--- src/rtl/ape_cfg.svh ---
`ifndef APE_CFG_SVH
`define APE_CFG_SVH

// ********************************************
// Reset values
// ********************************************
`define APE_DATA_RST 1'b0
`define APE_DIR_RST 1'b0
`define APE_PAGE_RST 1'b1
`define APE_RAM_BASE_RST 4'h0
`define APE_REG_BASE_RST 4'h1

// ********************************************
// Internal resource windows
// ********************************************
`define APE_RAM_SIZE 12'h200
`define APE_REG_SIZE 12'h080
`define APE_EEP_BASE 16'hb600
`define APE_EEP_SIZE 16'h0200

// ********************************************
// Cross-page latency in processor cycles
// ********************************************
`define APE_ENTRY_EXTRA 5'h15
`define APE_EXIT_EXTRA 5'h12

`endif

--- src/rtl/ape_pkg.sv ---
package ape_pkg;

   typedef struct packed {
      logic data;
      logic dir;
   } ape_bit_st_t;

   typedef enum logic [2:0] {
      APE_TGT_NONE = 3'b000,
      APE_TGT_EXT = 3'b001,
      APE_TGT_RAM = 3'b010,
      APE_TGT_REG = 3'b011,
      APE_TGT_EEP = 3'b100
   } ape_tgt_t;

   typedef struct packed {
      logic [15:0] ext_addr;
      logic ext_cs;
      logic ram_cs;
      logic reg_cs;
      logic eep_cs;
      logic page;
      logic pend_entry;
      logic pend_exit;
      logic [4:0] settle_cnt;
      logic settle;
   } ape_top_st_t;

endpackage

--- src/rtl/ape_port_if.sv ---
`timescale 1ns/1ns
interface ape_port_if;
   logic data_wr;
   logic dir_wr;
   logic wr_val;
   logic pin_in;
   logic pin_out;
   logic pin_oe;
   logic level;

   modport ctl (output data_wr, output dir_wr, output wr_val, output pin_in,
                input pin_out, input pin_oe, input level);
   modport bit_side (input data_wr, input dir_wr, input wr_val, input pin_in,
                     output pin_out, output pin_oe, output level);
endinterface

--- src/rtl/ape_top.sv ---
`timescale 1ns/1ns
`include "ape_cfg.svh"
module ape_top
   import ape_pkg::*;
#(
   parameter logic [15:0] EEP_BASE = `APE_EEP_BASE,
   parameter logic [15:0] EEP_SIZE = `APE_EEP_SIZE
) (
   input wire logic clk,
   input wire logic rstn,
   input wire logic ce,
   input wire logic cpu_req,
   input wire logic [15:0] cpu_addr,
   input wire logic page_data_wr,
   input wire logic page_dir_wr,
   input wire logic page_wr_val,
   input wire logic page_pin_in,
   input wire logic [3:0] ram_base,
   input wire logic [3:0] reg_base,
   input wire logic eep_enable,
   input wire logic irq_entry,
   input wire logic irq_exit,
   output logic page_pin_out,
   output logic page_pin_oe,
   output logic page,
   output logic [15:0] ext_addr,
   output logic ext_cs,
   output logic ram_cs,
   output logic reg_cs,
   output logic eep_cs,
   output logic settle
);

   ape_top_st_t s;
   ape_top_st_t next_s;
   ape_tgt_t tgt;
   logic [15:0] eep_off;
   logic toggled;

   ape_port_if pio ();

   // ********************************************
   // Page-select port bit
   // ********************************************
   assign pio.data_wr = page_data_wr;
   assign pio.dir_wr = page_dir_wr;
   assign pio.wr_val = page_wr_val;
   assign pio.pin_in = page_pin_in;

   ape_port_bit u_bit (
      .clk(clk),
      .rstn(rstn),
      .ce(ce),
      .pio(pio)
   );

   // Pin signals come straight from the port flops
   assign page_pin_out = pio.pin_out;
   assign page_pin_oe = pio.pin_oe;

   // ********************************************
   // Address decode
   // ********************************************
   always_comb begin
      eep_off = cpu_addr - EEP_BASE;
      // Registers first, then RAM, then EEPROM, then external memory
      if (!cpu_req) begin
         tgt = APE_TGT_NONE;
      end else if (cpu_addr[15:12] == reg_base && cpu_addr[11:0] < `APE_REG_SIZE) begin
         tgt = APE_TGT_REG;
      end else if (cpu_addr[15:12] == ram_base && cpu_addr[11:0] < `APE_RAM_SIZE) begin
         tgt = APE_TGT_RAM;
      end else if (eep_enable && eep_off < EEP_SIZE) begin
         tgt = APE_TGT_EEP;
      end else begin
         tgt = APE_TGT_EXT;
      end
   end

   assign toggled = pio.level != s.page;

   // ********************************************
   // Next state
   // ********************************************
   always_comb begin
      next_s = s;
      // Page takes the pin level one clock late, registered with the fetch address
      next_s.page = pio.level;
      next_s.ext_addr = cpu_addr;
      next_s.ext_cs = tgt == APE_TGT_EXT;
      next_s.ram_cs = tgt == APE_TGT_RAM;
      next_s.reg_cs = tgt == APE_TGT_REG;
      next_s.eep_cs = tgt == APE_TGT_EEP;
      // An irq pulse arms a mark; the first page change after it
      // loads the cross-page penalty, which then drains once a cycle
      if (s.settle_cnt != 5'h00) begin
         next_s.settle_cnt = s.settle_cnt - 5'h01;
      end
      if (toggled && s.pend_entry) begin
         next_s.settle_cnt = `APE_ENTRY_EXTRA;
         next_s.pend_entry = 1'b0;
      end else if (toggled && s.pend_exit) begin
         next_s.settle_cnt = `APE_EXIT_EXTRA;
         next_s.pend_exit = 1'b0;
      end
      if (irq_entry) begin
         next_s.pend_entry = 1'b1;
         next_s.pend_exit = 1'b0;
      end else if (irq_exit) begin
         next_s.pend_exit = 1'b1;
         next_s.pend_entry = 1'b0;
      end
      next_s.settle = next_s.settle_cnt != 5'h00;
   end

   always_ff @(posedge clk or negedge rstn) begin
      if (!rstn) begin
         s.ext_addr <= 16'h0000;
         s.ext_cs <= 1'b0;
         s.ram_cs <= 1'b0;
         s.reg_cs <= 1'b0;
         s.eep_cs <= 1'b0;
         s.page <= `APE_PAGE_RST;
         s.pend_entry <= 1'b0;
         s.pend_exit <= 1'b0;
         s.settle_cnt <= 5'h00;
         s.settle <= 1'b0;
      end else if (ce) begin
         s <= next_s;
      end
   end

   assign page = s.page;
   assign ext_addr = s.ext_addr;
   assign ext_cs = s.ext_cs;
   assign ram_cs = s.ram_cs;
   assign reg_cs = s.reg_cs;
   assign eep_cs = s.eep_cs;
   assign settle = s.settle;
endmodule

--- src/rtl/ape_port_bit.sv ---
`timescale 1ns/1ns
`include "ape_cfg.svh"
module ape_port_bit
   import ape_pkg::*;
(
   input wire logic clk,
   input wire logic rstn,
   input wire logic ce,
   ape_port_if.bit_side pio
);

   ape_bit_st_t s;
   ape_bit_st_t next_s;

   // ********************************************
   // Port data and direction bits
   // ********************************************
   always_comb begin
      next_s = s;
      if (pio.data_wr) begin
         next_s.data = pio.wr_val;
      end
      if (pio.dir_wr) begin
         next_s.dir = pio.wr_val;
      end
   end

   always_ff @(posedge clk or negedge rstn) begin
      if (!rstn) begin
         s.data <= `APE_DATA_RST;
         s.dir <= `APE_DIR_RST;
      end else if (ce) begin
         s <= next_s;
      end
   end

   assign pio.pin_out = s.data;
   assign pio.pin_oe = s.dir;
   // Undriven line reads the pull-up through pin_in
   assign pio.level = s.dir ? s.data : pio.pin_in;
endmodule

--- config.mk ---
export PLATFORM = sky130hd
export DESIGN_NAME = ape_top
export DESIGN_NICKNAME = d
export VERILOG_FILES = /design/src/rtl/ape_pkg.sv /design/src/rtl/ape_port_if.sv /design/src/rtl/ape_top.sv /design/src/rtl/ape_port_bit.sv
export VERILOG_INCLUDE_DIRS = /design/src /design/src/rtl
export SDC_FILE = /design/constraint.sdc
export NUM_CORES = 1
export LEC_CHECK = 0
export ABC_CLOCK_PERIOD_IN_PS = 2000
export BUFFER_PORTS_ARGS = -buffer_cell sky130_fd_sc_hd__buf_4
export CAP_MARGIN = 20
export CELL_PAD_IN_SITES_DETAIL_PLACEMENT = 1
export CELL_PAD_IN_SITES_GLOBAL_PLACEMENT = 2
export CORE_ASPECT_RATIO = 1.5
export CORE_UTILIZATION = 30
export CTS_CLUSTER_DIAMETER = 100
export DETAILED_ROUTE_END_ITERATION = 16
export MAX_ROUTING_LAYER = met4
export PLACE_DENSITY_LB_ADDON = 0.1
export SLEW_MARGIN = 20
export SYNTH_ARGS = -nofsm -noshare
export SYNTH_HDL_FRONTEND = slang
export SYNTH_SLANG_ARGS = --single-unit
--- constraint.sdc ---
create_clock -name clk -period 2 [get_ports clk]
set_input_delay 0.2 -clock clk [delete_from_list [all_inputs] [get_ports clk]]
set_output_delay 0.2 -clock clk [all_outputs]
set_load 0.005 [all_outputs]
== Word-level counts from Yosys, hierarchy flattened ==
Index checks and enable logic that the tools add are counted.

* Bits in registers: 31
* Bits of input ports: 35
* Output and inout port bits: 24
* Word-level logic and storage cells: 50

* $add $sub $neg: 2
* $lt $le $gt $ge: 3
* Eq/ne operators: 8
* Muxes and demuxes: 12
* Reduce and logical (&&, ||, !) cells: 13

{| class="wikitable"
|+ Operators with widths
! cell !! number
|-
| less-than comparator 16 x 10 -> 1 bit, second input constant || 1
|-
| subtractor 16 bit, second input constant || 1
|-
| less-than comparator 12 x 10 -> 1 bit, second input constant || 1
|-
| less-than comparator 12 x 8 -> 1 bit, second input constant || 1
|-
| two-way mux 3 bit || 4
|-
| two-way mux 5 bit || 2
|-
| nonzero test 5 bit || 2
|-
| == test 4 bit || 2
|-
| == test 3 x 2 -> 1 bit, second input constant || 2
|-
| two-way mux 6 bit || 1
|-
| AND reduction 2 bit || 3
|-
| nonzero test 3 bit || 2
|-
| logical AND 1 bit || 5
|-
| subtractor 5 x 1 -> 5 bit, second input constant || 1
|-
| two-way mux 2 bit || 2
|-
| == test 3 x 1 -> 1 bit, second input constant || 1
|-
| == test 3 bit, second input constant || 1
|-
| two-way mux 1 bit || 3
|-
| != test 3 bit, second input constant || 1
|-
| AND reduction 3 bit || 1
|-
| != test 1 bit || 1
|}

== Logic depth before layout (Yosys ltp) ==
Gate-level depths: netlist of run 1.

* Depth after elaboration: 8
* Mapped depth: 6
* Depth with buffers taken out: 6

== Hierarchy ==
A second synthesis of run 1 with hierarchy kept.

* Cell total of the unflattened synthesis: 149
* Area total of the unflattened synthesis: 1676.6 sq um

{| class="wikitable"
|+ Modules (own cells, without submodules)
! module !! times used !! cells an instance !! area each (sq um) !! seq. area each (sq um)
|-
| ape_top || 1 || 142 || 1585.3 || 726.9
|-
| ape_port_bit || 1 || 7 || 91.3 || 50.0
|}

== Worst setup path before layout of run 1 ==
Ideal clock, no wire load.

* Path kind: register to register
* Start: register s[1] (netlist name)
* End: register s[2] (netlist name)
* Library setup time: 0.095 ns
* Arrival time: 1.413 ns
* Data required time: 1.905 ns
* Setup slack: 0.491 ns
* Cell stages (with the launch flop): 7
* Path buffers: 0
* Clock period less this slack: 1.509 ns
* Cells stage by stage: dfrtp_1 inv_1 ha_1 nor4b_4 mux2i_1 a21oi_1 o31ai_1

* Word-level cells in the longest chain between the ends: 4
* Elaborated cells between the ends (all ways): 5
* Classes of those cells: add/sub: 1; mux: 3; reduce/logical: 1

{| class="wikitable"
|+ Ends and longest elaborated chain
! element !! RTL line !! source
|-
| start, declared || ape_top.sv:34 || <nowiki>ape_top_st_t s;</nowiki>
|-
| start signal, assigned || ape_top.sv:129 || <nowiki>s <= next_s;</nowiki>
|-
| subtractor 5 x 1 -> 5 bit or nonzero test 5 bit (tied branches) || ape_top.sv:97, ape_top.sv:96 ||
|-
| two-way mux 5 bit * || ape_top.sv:96 || <nowiki>if (s.settle_cnt != 5'h00) begin</nowiki>
|-
| two-way mux 6 bit * || ape_top.sv:102 || <nowiki>end else if (toggled && s.pend_exit) begin</nowiki>
|-
| two-way mux 5 bit * || ape_top.sv:99 || <nowiki>if (toggled && s.pend_entry) begin</nowiki>
|}

Mark *: on every way between the ends. The rest lies on a longest branch, timed or not. The select of a mux whose other input is x is not followed.
A chain may end at the register's enable or synchronous reset.

== Worst setup path after layout of run 1 ==
Same ends and word-level chain as after synthesis.

==> results of run 1 <==
==> cell families (layout without fill, tap and decap cells) <==
kind of cell,count (synthesis),in the layout,synth area share [%]
and+or+nand+nor,34,34,11.9
DFF,31,31,45.7
buffers and inverters,27,74,9.57
AOI/OAI and AO/OA,26,26,11.6
muxes,22,22,14.6
xor gates and xnor gates,10,10,5.15
adders and majority gates,2,2,1.47
==> sequential cells by signal, summed over array words and instances (netlist names) <==
name,count
eep_cs,1
ext_addr,16
ext_cs,1
page,1
ram_cs,1
reg_cs,1
s,7
settle,1
u_bit.pio.pin_oe,1
u_bit.pio.pin_out,1
==> worst max-delay path, stage by stage (launching register included) <==
cell and delay (ps):
dfrtp_1 430, inv_1 100, ha_1 220, nor4b_4 330, mux2i_1 230, a21oi_1 80, o31ai_1 250
==> cell usage after synthesis (2+ instances only) <==
| master | instances | area share, % |
|---|---|---|
| a22o_1 | 4 | 2.1 |
| clkbuf_1 | 2 | 0.44 |
| inv_1 | 6 | 1.3 |
| and2_1 | 2 | 0.74 |
| a22oi_1 | 2 | 0.88 |
| a21oi_1 | 3 | 0.88 |
| o31ai_1 | 2 | 0.88 |
| o21ai_1 | 2 | 0.59 |
| dfrtp_1 | 30 | 44 |
| mux2_2 | 19 | 13 |
| nand2_1 | 8 | 1.8 |
| a31oi_1 | 2 | 0.74 |
| nor2_1 | 7 | 1.5 |
| nand2b_1 | 4 | 1.5 |
| nor4_1 | 2 | 0.74 |
| xnor2_1 | 9 | 4.6 |
| or3_1 | 3 | 1.1 |
| mux2i_1 | 2 | 1.2 |
| buf_4 | 16 | 7.1 |
| nand4_1 | 2 | 0.74 |
| ha_1 | 2 | 1.5 |
==> metal layers <==
| layer | vias to the layer above | GRT usage, % |
|---|---|---|
| li1 | 622 | - |
| met1 | 665 | 16.9 |
| met2 | 36 | 27.0 |
| met3 | 8 | 2.79 |
| met4 | 0 | 6.82 |
| met5 | - | - |
==> power groups by stage <==
stage / Clock [mW] / Sequential [mW] / Combinational (mW)
6_report: 0.497 / 0.835 / 0.544
2_1_floorplan: 0 / 0.819 / 0.376
4_1_cts: 0.517 / 0.836 / 0.556
5_1_grt: 0.540 / 0.854 / 0.617
3_5_place_dp: 0 / 0.849 / 0.552
3_3_place_gp: 0 / 0.841 / 0.530
==> path summary, 6_finish.rpt <==
| path | from | end | slack, ps |
|---|---|---|---|
| max reg2reg | s[1] | s[2] | 280 |
| max | s[1] | s[2] | 280 |
| min reg2reg | ext_addr[0] | ext_addr[0] | 510 |
| min | cpu_addr[3] | ext_addr[3] | 150 |
| max in group asynchronous | rstn | page | 1280 |
| min in group asynchronous | rstn | u_bit.pio.pin_oe | 400 |
==> metrics by stage <==
stage,cells,utilization (%)
finish,269,40.2
global route,269,40.2
CTS,269,40.2
detailed placement,261,38.4
global placement,261,38.4
floorplan,152,-
==> final cells by class <==
class | instances | area [um^2]
clock buffers | 6 | 82.6
well taps | 70 | 87.6
clock inverters | 1 | 5.00
flip-flops and latches | 31 | 777
inverters | 7 | 26.3
multi-input cells | 94 | 761
repair buffers | 60 | 453
fillers | 639 | 3260
==> impl_metrics.py, run 1 <==
metrics = {
    "clock_tree": {
        "clk_pin_slew_worst_paths_ps": 70,
        "insertion_delay_ps": 280,
        "post_cts_resized": 0,
        "clkSinkCount": 31,
        "hold_buffers": 1,
        "h-tree-depth": 2,
        "cts_buffer_depth": 2,
        "clock_tree.root_cell": "clkbuf_8",
        "cts_setup_buffers": 0,
        "cts_buffers": 5,
        "cts_tree": "yes",
    },
    "synthesis": {
        "synth-edff-count": 0,
        "syn_area_um2": 1700,
        "yosysWarnings": 0,
        "synth-seq-area-share_pct": 45.7,
        "ys_async_sr_fraction_pct": 100,
        "synth_cells": 152,
        "synthFlopType": "dfrtp_1",
        "ys_seq_elements": 31,
        "synth_cell_types": 44,
        "syn_avg_cell_area_um2": 11.2,
        "synth_fp_nets": 189,
    },
    "placement": {
        "io_buffers": 58,
        "dp_hpwl_mm": 3.20,
        "dp_slack_ps": 256,
        "gp_congestion": 0.800,
        "dpl-instance-area_um2": 2090,
    },
    "sta": {
        "hold_slack_ps": 153,
        "max_slew_margin_pct": 64.6,
        "clock.fmax_mhz": 581,
        "period_share_pct": 86.1,
        "tns_ps": 0,
        "slew_violations": 0,
        "final-setup-viol-count": 0,
        "period_minus_slack_ps": 1720,
        "skew_ps": 2.32,
        "hold_viol": 0,
        "rsz0062_at_grt": "no",
        "fin_ws_ps": 279,
        "tightestPinTransition_ps": 528,
    },
    "routing": {
        "vias": 1331,
        "drcViolationCount": 0,
        "wl_mm": 4.13,
        "ant_nets": 0,
        "initialDrtViolationCount": 53,
        "met3_wirelength_um": 160,
        "dr_wl_met2_mm": 2.30,
        "dr.max_layer_used": "met4",
        "wire_per_inst_um": 15.3,
        "firstDrtPassIters": 4,
        "routedLengthMet1_mm": 1.59,
        "viasPerCell": 4.95,
    },
    "floorplanning": {
        "ios": 59,
        "die-area_um2": 5980,
        "dieHeight_um": 94.2,
        "die_x_um": 63.5,
        "core_region_area_um2": 5450,
        "rows": 33,
        "initial_core_util_pct": 31.2,
    },
    "grt": {
        "grt_use_total_pct": 15.5,
        "grt_overflow": 0,
        "grt_pass1_vias": 1437,
        "grt_pass1_wl_mm": 6.91,
        "antenna_found_initial": 0,
        "grt_max_degree": 32,
    },
    "critical_path": {
        "critPathMaxFanout": 5,
        "path_class": "flop to flop",
        "arrival_ps": 1910,
        "reg2regPathDepth": 6,
        "end_kind": "flop",
        "crit_required_ps": 2190,
        "startpoint_type": "flop",
    },
    "power_and_ir_drop": {
        "vdd_drop_max_v": 0.000381,
        "p_comb_share_pct": 29.0,
        "total_power_mw": 1.88,
        "power_frac_seq_pct": 44.5,
        "switching_share_pct": 31.0,
        "power.leakage_nw": 0.970,
        "intPower_mw": 1.29,
        "power.density_nw_per_um2": 856,
        "clock_power_share_pct": 26.5,
        "power.switching_mw": 0.582,
    },
    "final_layout": {
        "nNetsFinal": 236,
        "mostFrequentLayoutCells": "buf_4 (59), dfrtp_1 (30), mux2_2 (19)",
        "stdcell_area_um2": 2190,
        "drive_gt1_share_pct": 45.7,
        "diodes": 0,
        "final_common_cell": "buf_4",
        "areaGrowthSynthToFinish_pct": 28.9,
    },
    "flow_run": {
        "cap_violations": 0,
    },
    "hold_path": {
        "holdCritPathClass": "input port to flop",
        "holdPathStages": 2,
    },
    "outcome": {
        "status": "complete, no violations",
    },
}
Note: power is estimated with default switching activity, not from simulation.
==> run 2: changes to the inputs <==
- CORE_UTILIZATION: 30 -> 32
- CTS_BUF_LIST: not set -> sky130_fd_sc_hd__clkbuf_8
==> run 2 against run 1 <==
  * Utilization up 2.9 points
  * Combinational power up 1%
  * Cell count unchanged
  * Hold slack worse by 6.4 ps
  * First-iteration DRC count up 45%
  * Register-to-register slack worse by 30 ps
  * Sequential power about the same
  * Non-clock buffer count up 1
  * Global-route usage up 1.4 points
  * Cell area up 0.80%
  * Fmax down 1.5%
  * Routed wire length up 0.99%
  * Critical path type unchanged
  * Critical endpoint unchanged
==> impl_metrics.py, run 2 (synthesized netlist as in run 1, its figures left out) <==
metrics = {
    "routing": {
        "initialDrtViolationCount": 77,
        "firstDrtPassIters": 4,
        "ant_nets": 0,
        "viasPerCell": 4.97,
        "drcViolationCount": 0,
        "vias": 1338,
        "wire_per_inst_um": 15.5,
        "wl_mm": 4.17,
    },
    "sta": {
        "tns_ps": 0,
        "rsz0062_at_grt": "no",
        "slew_violations": 0,
        "final-setup-viol-count": 0,
        "clock.fmax_mhz": 572,
        "period_minus_slack_ps": 1750,
        "max_slew_margin_pct": 67.2,
        "skew_ps": 4.64,
        "tightestPinTransition_ps": 489,
        "hold_slack_ps": 147,
        "period_share_pct": 87.4,
        "hold_viol": 0,
    },
    "floorplanning": {
        "die_x_um": 61.5,
        "core_region_area_um2": 5120,
        "die-area_um2": 5620,
        "initial_core_util_pct": 33.2,
        "rows": 32,
        "ios": 59,
        "dieHeight_um": 91.3,
    },
    "final_layout": {
        "largest_reg_flops": 16,
        "largest-register": "ext_addr",
        "areaGrowthSynthToFinish_pct": 29.9,
        "fin_cells": 269,
        "nNetsFinal": 237,
        "diodes": 0,
        "mostFrequentLayoutCells": "buf_4 (60), dfrtp_1 (30), mux2_2 (19)",
        "final_common_cell": "buf_4",
        "stdcell_area_um2": 2210,
        "drive_gt1_share_pct": 45.8,
        "reg.largest.list": "ext_addr x16, s x7",
    },
    "outcome": {
        "status": "complete, no violations",
    },
    "critical_path": {
        "end_kind": "flop",
        "max_stage_delay_ps": 430,
        "startpoint": "s[1]",
        "reg2reg_setup_slack_ps": 250,
        "r2r_start": "s[1]",
        "reg2regPathDepth": 6,
        "critPathMaxFanout": 5,
        "startpoint_type": "flop",
        "arrival_ps": 1940,
        "crit_required_ps": 2190,
        "crit_chain": "inv_1 -> ha_1 -> nor4b_4 -> mux2i_1 -> a21oi_1 -> o31ai_1",
        "r2r_end": "s[2]",
        "path_class": "flop to flop",
        "cp_slowest_cell": "dfrtp_1",
    },
    "placement": {
        "io_buffers": 58,
        "dp.cells": 260,
        "gp_congestion": 0.789,
        "dp_hpwl_mm": 3.17,
        "dpl-instance-area_um2": 2100,
    },
    "power_and_ir_drop": {
        "power.density_nw_per_um2": 874,
        "intPower_mw": 1.33,
        "power.leakage_nw": 0.984,
        "power.switching_mw": 0.596,
        "total_power_mw": 1.93,
        "p_comb_share_pct": 28.5,
        "vdd_drop_max_v": 0.000289,
        "switching_share_pct": 30.9,
        "power_frac_seq_pct": 43.3,
        "clock_power_share_pct": 28.2,
    },
    "clock_tree": {
        "insertion_delay_ps": 280,
        "cts_setup_buffers": 0,
        "h-tree-depth": 2,
        "clk_pin_slew_worst_paths_ps": 70,
        "cts_tree": "yes",
        "clock_tree.root_cell": "clkbuf_8",
        "cts_buffer_depth": 2,
        "cts_buffers": 5,
        "post_cts_resized": 0,
        "clkSinkCount": 31,
    },
    "grt": {
        "grt_overflow": 0,
        "grt_pass1_vias": 1418,
        "grt_pass1_wl_mm": 6.75,
        "grt_max_degree": 32,
        "antenna_found_initial": 0,
        "grt_use_total_pct": 16.9,
    },
    "hold_path": {
        "worstHoldStart": "cpu_addr[2]",
        "holdCritPathClass": "input port to flop",
        "holdPathStages": 2,
        "whs_endpoint": "ext_addr[2]",
    },
    "flow_run": {
        "cap_violations": 0,
    },
}
## run 2: cell count changes in the layout (fill, tap and decap cells not counted), sizes merged
cell	delta
inv	+1
clkinv	-1
buf	+1
clkbuf	+1
## run 2: power groups by stage
stage	Sequential, mW	Combinational (mW)	Clock (mW)
after floorplan	0.819	0.376	0
after detailed placement	0.847	0.553	0
after global placement	0.839	0.530	0
after CTS	0.836	0.558	0.564
after global routing	0.850	0.604	0.591
final	0.835	0.551	0.545
## run 2: repair_timing
| item | CTS | global route |
|---|---|---|
| endpoints found under the setup margin | 0 | 0 |
| hold endpoints to repair | 30 | 0 |
| hold buffers | 1 | 0 |
## run 2: how the worst max path moves through the flow
stage	endpoint	slack [ps]	cells after the start
detailed placement	s[2]	280	6
CTS	s[2]	260	6
global route	s[2]	130	6
finish	s[2]	250	6
floorplan	s[2]	490	6
global placement	s[2]	400	6
## run 2: stage by stage
step / setup slack (ps) / util, %
2_1_floorplan: 491 / -
3_3_place_gp: 398 / 41.0
3_5_place_dp: 280 / 41.0
4_1_cts: 264 / 43.1
5_1_grt: 129 / 43.1
6_report: 252 / 43.1
## run 2: critical path: cells and delay by family (launching register included)
family / cells / cell delay [ps]
AND/OR/NAND/NOR: 1 / 340
buffers and inverters: 1 / 100
adder cells (fa/ha/maj): 1 / 210
flip-flops: 1 / 430
AO/OA/AOI/OAI: 2 / 330
multiplexers: 1 / 230
## run 2: final cells by class
class	instances	area, um^2
timing repair buffer	61	460
clock buffer	7	96.3
clock inverter	1	3.75
inverter	7	26.3
multi-input combinational	94	761
tap	68	85.1
sequential	31	777
fill	604	2920
## run 2: layer usage
metal  up-vias  GRT usage, %  part of all wire, %
met5         -             -                    0
met1       676          17.2                   37
li1        625             -                    -
met4         0          7.04                  1.9
met3         6          3.13                  3.2
met2        31          30.0                   58
